## src/core/dls_consts.vh

```
`ifndef DLS_CONSTS_VH
`define DLS_CONSTS_VH

// Register byte offsets.
`define DLS_ADDR_CONTROL 8'h00
`define DLS_ADDR_START_STEPS 8'h04
`define DLS_ADDR_STATUS 8'h08
`define DLS_ADDR_POSITION 8'h0c
`define DLS_ADDR_RADIAL_PCT 8'h10

// Control fields.
`define DLS_CTRL_RUN 0
`define DLS_CTRL_RESTART 1

// Status fields.
`define DLS_STAT_SEARCHING 0
`define DLS_STAT_VIDEO 1
`define DLS_STAT_SMALL 2
`define DLS_STAT_NO_DISC 3
`define DLS_STAT_RADIAL 4
`define DLS_STAT_CLAMPED 5
`define DLS_STAT_REF_FOUND 6
`define DLS_STAT_STATE_LSB 16

// Reset values.
`define DLS_RST_RUN 1'b1
`define DLS_RST_START_STEPS 16'h0320
`define DLS_RST_RADIAL_PCT 8'h3c

// Carriage travel per counted step, in microns.
`define DLS_STEP_MICRONS 50

// AXI responses.
`define DLS_RESP_OKAY 2'b00
`define DLS_RESP_SLVERR 2'b10

`endif

```

## src/core/dls_sequencer.v

```verilog
// Implementation choices: the register offsets and the AXI4-Lite slave port.
`timescale 1ns/1ps
`include "dls_consts.vh"
module dls_sequencer (
  // Clock and reset
  input wire clock,
  input wire reset_n,
  // AXI4-Lite write address
  input wire [7:0] s_axi_awaddr,
  input wire s_axi_awvalid,
  output reg s_axi_awready,
  // AXI4-Lite write data
  input wire [31:0] s_axi_wdata,
  input wire [3:0] s_axi_wstrb,
  input wire s_axi_wvalid,
  output reg s_axi_wready,
  // AXI4-Lite write response
  output reg [1:0] s_axi_bresp,
  output reg s_axi_bvalid,
  input wire s_axi_bready,
  // AXI4-Lite read address
  input wire [7:0] s_axi_araddr,
  input wire s_axi_arvalid,
  output reg s_axi_arready,
  // AXI4-Lite read data
  output reg [31:0] s_axi_rdata,
  output reg [1:0] s_axi_rresp,
  output reg s_axi_rvalid,
  input wire s_axi_rready,
  // Tray and clamp switches
  input wire tray_push,
  input wire panel_load,
  input wire tray_down_sw,
  input wire clamp_sw,
  // Pickup sensors
  input wire tilt_reflect,
  input wire carriage_ref,
  input wire spindle_step,
  input wire lens_end,
  input wire focus_lock,
  input wire [7:0] turntable_pct,
  // Motor and servo controls
  output reg tilt_motor_in,
  output reg spindle_fwd,
  output reg spindle_rev,
  output reg lens_return,
  output reg focus_start,
  output reg turntable_on,
  output reg turntable_audio_rate,
  output reg radial_enable,
  // Status to the user processor
  output reg status_searching,
  output reg disc_video,
  output reg disc_small,
  output reg no_disc
);

  localparam [10:0] ST_IDLE = 11'h001;
  localparam [10:0] ST_LOAD = 11'h002;
  localparam [10:0] ST_CLAMP = 11'h004;
  localparam [10:0] ST_SENSE = 11'h008;
  localparam [10:0] ST_FIND_REF = 11'h010;
  localparam [10:0] ST_TO_START = 11'h020;
  localparam [10:0] ST_CHECK = 11'h040;
  localparam [10:0] ST_NO_DISC = 11'h080;
  localparam [10:0] ST_FOCUS = 11'h100;
  localparam [10:0] ST_SPIN = 11'h200;
  localparam [10:0] ST_TRACK = 11'h400;

  reg [10:0] state;
  reg [10:0] next_state;
  reg run;
  reg restart;
  reg [15:0] start_steps;
  reg [7:0] radial_pct;
  reg aw_held, w_held;
  reg [7:0] aw_addr_q;
  reg [31:0] w_data_q;
  reg [3:0] w_strb_q;
  reg track_step, step_last;
  wire [15:0] position;
  wire ref_found;
  wire aw_take, w_take, do_write, ar_take;
  wire aw_held_nxt, w_held_nxt;
  wire [31:0] wmask;
  wire [31:0] status_word;
  wire load_req, step_edge, carriage_moving;
  genvar gi;

  generate
    for (gi = 0; gi < 4; gi = gi + 1) begin : g_mask
      assign wmask[gi*8+7:gi*8] = {8{w_strb_q[gi]}};
    end
  endgenerate

  assign aw_take = s_axi_awvalid & s_axi_awready;
  assign w_take = s_axi_wvalid & s_axi_wready;
  assign do_write = aw_held & w_held & ~s_axi_bvalid;
  assign aw_held_nxt = (aw_held | aw_take) & ~do_write;
  assign w_held_nxt = (w_held | w_take) & ~do_write;
  assign ar_take = s_axi_arvalid & s_axi_arready;
  assign load_req = tray_push | panel_load;
  assign step_edge = spindle_step & ~step_last;
  assign carriage_moving = spindle_fwd | spindle_rev;

  assign status_word = {5'h00, state, 9'h000,
                        ref_found, clamp_sw & (state != ST_IDLE),
                        radial_enable, no_disc, disc_small, disc_video,
                        status_searching};

  dls_carriage u_carriage (
    .clock(clock),
    .reset_n(reset_n),
    .step_in(spindle_step),
    .moving(carriage_moving),
    .dir_fwd(spindle_fwd),
    .ref_in(carriage_ref),
    .arm(state == ST_SENSE),
    .ref_value(start_steps),
    .position(position),
    .ref_found(ref_found)
  );

  // Register writes. Both channels are held until the pair is complete.
  always @(posedge clock or negedge reset_n) begin
    if (!reset_n) begin
      s_axi_awready <= 1'b1;
      s_axi_wready <= 1'b1;
      s_axi_bvalid <= 1'b0;
      s_axi_bresp <= `DLS_RESP_OKAY;
      aw_held <= 1'b0;
      w_held <= 1'b0;
      aw_addr_q <= 8'h00;
      w_data_q <= 32'h00000000;
      w_strb_q <= 4'h0;
      run <= `DLS_RST_RUN;
      restart <= 1'b0;
      start_steps <= `DLS_RST_START_STEPS;
      radial_pct <= `DLS_RST_RADIAL_PCT;
    end else begin
      restart <= 1'b0;
      aw_held <= aw_held_nxt;
      w_held <= w_held_nxt;
      s_axi_awready <= ~aw_held_nxt;
      s_axi_wready <= ~w_held_nxt;
      if (aw_take) begin
        aw_addr_q <= s_axi_awaddr;
      end
      if (w_take) begin
        w_data_q <= s_axi_wdata;
        w_strb_q <= s_axi_wstrb;
      end
      if (s_axi_bvalid && s_axi_bready) begin
        s_axi_bvalid <= 1'b0;
      end
      if (do_write) begin
        s_axi_bvalid <= 1'b1;
        s_axi_bresp <= `DLS_RESP_OKAY;
        case ({aw_addr_q[7:2], 2'b00})
          `DLS_ADDR_CONTROL: begin
            if (w_strb_q[0]) begin
              run <= w_data_q[`DLS_CTRL_RUN];
              restart <= w_data_q[`DLS_CTRL_RESTART];
            end
          end
          `DLS_ADDR_START_STEPS: begin
            start_steps <= (start_steps & ~wmask[15:0]) | (w_data_q[15:0] & wmask[15:0]);
          end
          `DLS_ADDR_RADIAL_PCT: begin
            radial_pct <= (radial_pct & ~wmask[7:0]) | (w_data_q[7:0] & wmask[7:0]);
          end
          `DLS_ADDR_STATUS, `DLS_ADDR_POSITION: s_axi_bresp <= `DLS_RESP_OKAY;
          default: begin
            s_axi_bresp <= `DLS_RESP_SLVERR;
          end
        endcase
      end
    end
  end

  // Register reads, answered one cycle after the address is taken.
  always @(posedge clock or negedge reset_n) begin
    if (!reset_n) begin
      s_axi_arready <= 1'b1;
      s_axi_rvalid <= 1'b0;
      s_axi_rdata <= 32'h00000000;
      s_axi_rresp <= `DLS_RESP_OKAY;
    end else begin
      if (ar_take) begin
        s_axi_arready <= 1'b0;
        s_axi_rvalid <= 1'b1;
        s_axi_rresp <= `DLS_RESP_OKAY;
        case ({s_axi_araddr[7:2], 2'b00})
          `DLS_ADDR_CONTROL: s_axi_rdata <= {31'h00000000, run};
          `DLS_ADDR_START_STEPS: s_axi_rdata <= {16'h0000, start_steps};
          `DLS_ADDR_STATUS: s_axi_rdata <= status_word;
          `DLS_ADDR_POSITION: s_axi_rdata <= {16'h0000, position};
          `DLS_ADDR_RADIAL_PCT: s_axi_rdata <= {24'h000000, radial_pct};
          default: begin
            s_axi_rdata <= 32'h00000000;
            s_axi_rresp <= `DLS_RESP_SLVERR;
          end
        endcase
      end else if (s_axi_rvalid && s_axi_rready) begin
        s_axi_rvalid <= 1'b0;
        s_axi_arready <= 1'b1;
      end
    end
  end

  // Sequence. Each state leaves on its own condition (TRACK has none), on clamp loss (except IDLE and LOAD), on restart or when run is cleared; else it holds.
  always @* begin
    next_state = state;
    case (state)
      ST_IDLE: begin
        if (run && load_req) begin
          next_state = ST_LOAD;
        end
      end
      ST_LOAD: begin
        if (tray_down_sw) begin
          next_state = ST_CLAMP;
        end
      end
      ST_CLAMP: begin
        if (clamp_sw) begin
          next_state = ST_SENSE;
        end
      end
      ST_SENSE: begin
        if (tilt_reflect) begin
          next_state = ST_FOCUS;
        end else begin
          next_state = ST_FIND_REF;
        end
      end
      ST_FIND_REF: begin
        if (ref_found) begin
          next_state = ST_TO_START;
        end
      end
      ST_TO_START: begin
        if (position == 16'h0000) begin
          next_state = ST_CHECK;
        end
      end
      ST_CHECK: begin
        if (tilt_reflect) begin
          next_state = ST_FOCUS;
        end else begin
          next_state = ST_NO_DISC;
        end
      end
      ST_NO_DISC: begin
        if (load_req) begin
          next_state = ST_LOAD;
        end
      end
      ST_FOCUS: begin
        if (focus_lock) begin
          next_state = ST_SPIN;
        end
      end
      ST_SPIN: begin
        if (turntable_pct >= radial_pct) begin
          next_state = ST_TRACK;
        end
      end
      ST_TRACK: next_state = ST_TRACK;
      default: next_state = ST_IDLE;
    endcase
    // Losing the clamp means the disc may be loose, so the spin-up is dropped.
    if (state != ST_IDLE && state != ST_LOAD && !clamp_sw) begin
      next_state = ST_CLAMP;
    end
    if (restart || !run) begin
      next_state = ST_IDLE;
    end
  end

  always @(posedge clock or negedge reset_n) begin
    if (!reset_n) begin
      state <= ST_IDLE;
      step_last <= 1'b0;
      track_step <= 1'b0;
      tilt_motor_in <= 1'b0;
      spindle_fwd <= 1'b0;
      spindle_rev <= 1'b0;
      lens_return <= 1'b0;
      focus_start <= 1'b0;
      turntable_on <= 1'b0;
      turntable_audio_rate <= 1'b0;
      radial_enable <= 1'b0;
      status_searching <= 1'b0;
      disc_video <= 1'b0;
      disc_small <= 1'b0;
      no_disc <= 1'b0;
    end else begin
      state <= next_state;
      step_last <= spindle_step;
      tilt_motor_in <= (next_state == ST_LOAD);
      status_searching <= (next_state == ST_FIND_REF) ||
                          (next_state == ST_TO_START);
      spindle_rev <= (next_state == ST_TO_START);
      focus_start <= (next_state == ST_FOCUS) || (next_state == ST_SPIN) ||
                     (next_state == ST_TRACK);
      turntable_on <= (next_state == ST_SPIN) || (next_state == ST_TRACK);
      radial_enable <= (next_state == ST_TRACK);
      no_disc <= (next_state == ST_NO_DISC);
      if (next_state == ST_IDLE || next_state == ST_LOAD) begin
        disc_video <= 1'b0;
        disc_small <= 1'b0;
      end else if (state == ST_SENSE && next_state == ST_FOCUS) begin
        disc_video <= 1'b1;
      end else if (state == ST_CHECK && next_state == ST_FOCUS) begin
        disc_small <= 1'b1;
      end
      // Small discs read their contents at the audio rate first.
      turntable_audio_rate <= ((next_state == ST_SPIN) || (next_state == ST_TRACK)) &&
                              (disc_small || (state == ST_CHECK)) && !disc_video;
      // The lens recentres while the carriage advances one step; then the cycle repeats.
      if (next_state != ST_TRACK) begin
        track_step <= 1'b0;
      end else if (!track_step && lens_end) begin
        track_step <= 1'b1;
      end else if (track_step && step_edge) begin
        track_step <= 1'b0;
      end
      spindle_fwd <= (next_state == ST_FIND_REF) ||
                     ((next_state == ST_TRACK) &&
                      ((!track_step && lens_end) || (track_step && !step_edge)));
      lens_return <= (next_state == ST_TRACK) &&
                     ((!track_step && lens_end) || (track_step && !step_edge));
    end
  end

endmodule

```

## src/core/dls_carriage.v

```verilog
`timescale 1ns/1ps
// Tracks the pickup carriage in pulley steps, counted down toward the disc start.
module dls_carriage (
  // Clock and reset
  input wire clock,
  input wire reset_n,
  // Motion
  input wire step_in,
  input wire moving,
  input wire dir_fwd,
  // Reference
  input wire ref_in,
  input wire arm,
  input wire [15:0] ref_value,
  // Results
  output reg [15:0] position,
  output reg ref_found
);

  reg step_last;
  reg ref_last;
  wire step_edge;
  wire ref_edge;

  assign step_edge = step_in & ~step_last;
  assign ref_edge = ref_in & ~ref_last;

  always @(posedge clock or negedge reset_n) begin
    if (!reset_n) begin
      step_last <= 1'b0;
      ref_last <= 1'b0;
      position <= 16'h0000;
      ref_found <= 1'b0;
    end else begin
      step_last <= step_in;
      ref_last <= ref_in;
      if (arm) begin
        ref_found <= 1'b0;
      end else if (ref_edge && !ref_found) begin
        // Only the first edge is trusted; later edges are carriage wobble.
        ref_found <= 1'b1;
      end
      if (!arm && ref_edge && !ref_found) begin
        position <= ref_value;
      end else if (step_edge && moving) begin
        // One step is one pulley increment of carriage travel.
        if (dir_fwd) begin
          position <= position + 16'h0001;
        end else begin
          position <= position - 16'h0001;
        end
      end
    end
  end

endmodule

```

## config.mk

```make
export PLATFORM = sky130hd
export DESIGN_NAME = dls_sequencer
export DESIGN_NICKNAME = d
export VERILOG_FILES = /design/src/core/dls_sequencer.v /design/src/core/dls_carriage.v
export VERILOG_INCLUDE_DIRS = /design/src /design/src/core
export SDC_FILE = /design/constraint.sdc
export NUM_CORES = 1
export LEC_CHECK = 0
export BUFFER_PORTS_ARGS = -buffer_cell sky130_fd_sc_hd__buf_2
export CORE_ASPECT_RATIO = 1.75
export CORE_MARGIN = 5
export CORE_UTILIZATION = 35
export CTS_BUF_LIST = sky130_fd_sc_hd__clkbuf_2
export DETAILED_ROUTE_END_ITERATION = 16
export PLACE_DENSITY = 0.58
export SLEW_MARGIN = 20
export SYNTH_ARGS = -nofsm -noshare
export SYNTH_HDL_FRONTEND = slang
export SYNTH_SLANG_ARGS = --single-unit
```

## constraint.sdc

```tcl
create_clock -name clock -period 5.2 [get_ports clock]
set_input_delay 0.78 -clock clock [delete_from_list [all_inputs] [get_ports clock]]
set_output_delay 0.78 -clock clock [all_outputs]
set_load 0.05 [all_outputs]
```

==> summary.txt <==
Yosys
  – Async S/R FF share, synth: 1.00
  – #FFs+latches synth: 129
  – Mean cell area of the mapped netlist: between 10 and 15 um^2
  – Synthesis Warnings: 0
  – Synth Cell Area: between 6000 and 7000 um^2
  – Distinct cell type count after synthesis: 57
  – Sequential element share of the synthesized area: 0.507
  – Post-synth EDFFs: 0
  – Synthesized netlist cell count: between 600 and 700
  – Dominant synthesized flop cell: sky130_fd_sc_hd__dfrtp_1

Die
  – Initial cell density of the core: 0.355
  – Width of the chip: 112 um
  – Die extent in y: between 150 and 200 um
  – Core area: 18100 um^2
  – Standard-cell rows: between 60 and 70
  – Top-level port count: between 100 and 150
  – DIE AREA: between 20000 and 25000 um^2

Status
  – Result of the run: finished clean

Setup path
  – Data arrival time of the worst path: 4210 ps
  – Worst reg2reg setup slack: about 1600 ps
  – Critical path peak fanout: 15
  – Critical path class: register to register
  – Worst reg2reg path startpoint: spindle_fwd$_DFF_PN0_
  – End of the critical path: u_carriage.position[15]$_DFFE_PN0P_
  – Data required time of the critical path: about 5800 ps
  – Startpoint of the most critical setup path: spindle_fwd$_DFF_PN0_
  – Number of cells traversed by the worst register-to-register path: 10
  – Endpoint type of the worst setup path: register
  – Kind of start point of the critical path: register
  – Worst reg2reg endpoint: u_carriage.position[15]$_DFFE_PN0P_

Power
  – Sequential cell fraction of total power: 0.526
  – Share of total power in combinational logic: 0.238
  – Static leakage: roughly 3.4 nW
  – Switching share of power: 0.332
  – Internal portion of total power: between 0.0015 and 0.002 W
  – Peak supply drop: between 0.15 and 0.2 mV
  – Switching pwr: about 0.0009 W
  – Fraction of power consumed by the clock network: 0.236
  – Power per Cell Area: 361 nW/um^2

Timing
  – Fin. Hold Viols: 0
  – Setup Viol. Count Final: 0
  – Clock period minus worst slack: between 3000 and 4000 ps
  – Final Slew Violations: 0
  – Final setup skew: about 37 ps
  – Final worst-path cycle share: 0.694
  – Sum Neg Setup Slack: 0 ps
  – Top achievable clock speed: roughly 0.28 GHz
  – Slack of the critical path: roughly 1600 ps
  – Max-slew headroom at the worst pin: 0.315
  – Actual slew at the worst max-slew pin: between 1000 and 1500 ps
  – RSZ-0062 raised after global routing: no

Global route
  – Number of antenna violations at the first check in global routing: 1
  – Pin count of the biggest net entering global routing: 47
  – First-pass GRT wire length: 27900 um
  – Vias in the first global route: ~5400
  – Overall overflow remaining after global route: 0
  – Tot GR Track Use: 0.168

CTS
  – Clock transition at path regs: roughly 200 ps
  – Inserted Clock Buffers: 17
  – H-tree Lvls: 4
  – Buffer levels on the longest clock path: 2
  – Clock Root Buffer: sky130_fd_sc_hd__clkbuf_2
  – Number of clock sinks: around 130
  – Number of gates resized after cts: 0
  – Clk Latency, worst-skew pair: roughly 700 ps
  – Clock tree from TritonCTS: yes
  – Number of buffers added for setup after CTS: 0

Drt
  – Wire length reported by the detailed router: 17500 um
  – Post-detailed-route wirelength per cell: 18.1 um
  – Count of antenna-violating nets left after detailed routing: 0
  – Mean number of vias per cell: around 5.3
  – Remaining DRCs: 0
  – Via count: 5091
  – Iter 0 DRT Violations: roughly 240
  – First drt pass iteration count: 5

Placement
  – Count of input and output buffers: 99
  – Cell Count Post-Placement: around 930
  – Global placement routability congestion: ~0.96
  – Half-perimeter wire length after detailed placement: roughly 14000 um
  – Dpl ws: 1600 ps

Layout
  – Most common library cell in the layout ignoring fill and taps: sky130_fd_sc_hd__dfrtp_1
  – Area added between synthesis and finish: 15.3%
  – Highest-count cells in the layout ignoring fill and taps: 117 x sky130_fd_sc_hd__dfrtp_1, 98 x sky130_fd_sc_hd__buf_2, 70 x sky130_fd_sc_hd__nand2_1
  – Ratio of cells with drive above 1 in the final layout: 0.279
  – Total Nets Final: about 800
  – Final Instance Count excl. Fillers: 966

Job
  – Max-cap violations: 0

Min path
  – Path category of the worst min-delay check: input port to register
-- cell type report --
| type | instances | area, um^2 |
|---|---|---|
| diodes | 1 | 2.50 |
| well taps | 234 | 293 |
| clock inverters | 12 | 141 |
| repair buffers | 105 | 546 |
| flip-flops and latches | 129 | 3240 |
| inverters | 22 | 82.6 |
| fillers | 1846 | 10700 |
| clock buffers | 20 | 100 |
| multi-input cells | 443 | 2980 |
-- worst min-delay path by stage --
stage	startpoint	end	slack, ps	cells past startpoint
after floorplan	restart$_DFF_PN0_	state[3]$_DFF_PN0_	400	1
after global placement	restart$_DFF_PN0_	state[3]$_DFF_PN0_	420	1
after detailed placement	restart$_DFF_PN0_	state[3]$_DFF_PN0_	410	1
after CTS	carriage_ref	u_carriage.ref_last$_DFF_PN0_	140	1
after global routing	carriage_ref	u_carriage.ref_last$_DFF_PN0_	120	1
final	carriage_ref	u_carriage.ref_last$_DFF_PN0_	230	1
-- synth_stat cells, drive strengths merged, types with 2 or more instances --
cell type / n / area, um^2
or3: 2 / 12.5
dfstp: 12 / 315
nor3b: 7 / 52.6
nand2: 70 / 263
nor2b: 2 / 12.5
nand2b: 12 / 75.1
a31oi: 3 / 18.8
nor2: 47 / 176
a21boi: 3 / 22.5
a211oi: 4 / 30.0
ha: 22 / 275
clkbuf: 20 / 75.1
nand3: 5 / 25.0
o211ai: 4 / 30.0
buf: 10 / 73.8
a21o: 14 / 105
nor4b: 2 / 23.8
o21a: 7 / 52.6
nand4b: 3 / 26.3
mux2i: 6 / 60.1
dfrtp: 117 / 2930
nor3: 20 / 105
a2111oi: 2 / 18.8
a22oi: 9 / 67.6
and2: 4 / 25.0
a21oi: 29 / 145
a211o: 2 / 17.5
o21ai: 57 / 285
a222oi: 7 / 70.1
xnor2: 8 / 70.1
xor2: 5 / 43.8
and3: 3 / 18.8
o21bai: 3 / 22.5
nand4: 4 / 25.0
mux2: 50 / 563
inv: 22 / 82.6
nor4: 7 / 43.8
-- what timing repair did --
item                       4_1_cts  5_1_grt
hold buffers                     1        0
setup endpoints to repair        0        0
hold endpoints to repair        31        0
-- cell families (layout without fill, tap and decap cells) --
| logic type | Yosys count | count (layout) | share of synthesized area |
|---|---|---|---|
| AND/OR/NAND/NOR | 191 | 191 | 0.142 |
| AO/OA/AOI/OAI | 151 | 151 | 0.148 |
| flip-flops | 129 | 129 | 0.507 |
| multiplexers | 57 | 57 | 0.101 |
| buffers and inverters | 52 | 159 | 0.0362 |
| adder cells (fa/ha/maj) | 24 | 24 | 0.0479 |
| XOR/XNOR | 13 | 13 | 0.0178 |
| other | 1 | 8 | 0.000586 |
-- stage by stage --
| step | utilization | cell area, um^2 | power (W) | hold slack [ps] |
|---|---|---|---|---|
| floorplan | - | 6420 | 0.00185 | 400 |
| global placement | 0.394 | 7120 | 0.00204 | 420 |
| detailed placement | 0.395 | 7130 | 0.00207 | 411 |
| CTS | 0.409 | 7380 | 0.00271 | 138 |
| global route | 0.409 | 7380 | 0.00284 | 115 |
| finish | 0.409 | 7380 | 0.00267 | 225 |
-- metal layers --
layer  vias to the layer above  wire length [um]  GRT usage
met2                       141              9660      0.314
li1                       2409                 -          -
met1                      2492              6240      0.167
met4                         0               911      0.106
met5                         -                 0          0
met3                        49               647     0.0329
-- power by group through the flow --
stage               registers, W  logic (W)  clock network, W
global placement         0.00142   0.000623                 0
detailed placement       0.00143   0.000643                 0
finish                   0.00140   0.000635          0.000628
global route             0.00143   0.000707          0.000698
CTS                      0.00141   0.000645          0.000657
floorplan                0.00142   0.000426                 0
-- worst max-delay path, stage by stage (launching register included) --
cell and delay, ps:
sky130_fd_sc_hd__dfrtp_1 510, sky130_fd_sc_hd__inv_1 470, sky130_fd_sc_hd__ha_1 360, sky130_fd_sc_hd__o211ai_1 280
sky130_fd_sc_hd__a21boi_0 190, sky130_fd_sc_hd__a2111oi_0 610, sky130_fd_sc_hd__o21ai_0 260, sky130_fd_sc_hd__a41oi_1 290
sky130_fd_sc_hd__xnor2_1 120, sky130_fd_sc_hd__o21a_1 180, sky130_fd_sc_hd__o31a_1 260
Power figures use the tool's default switching activity.
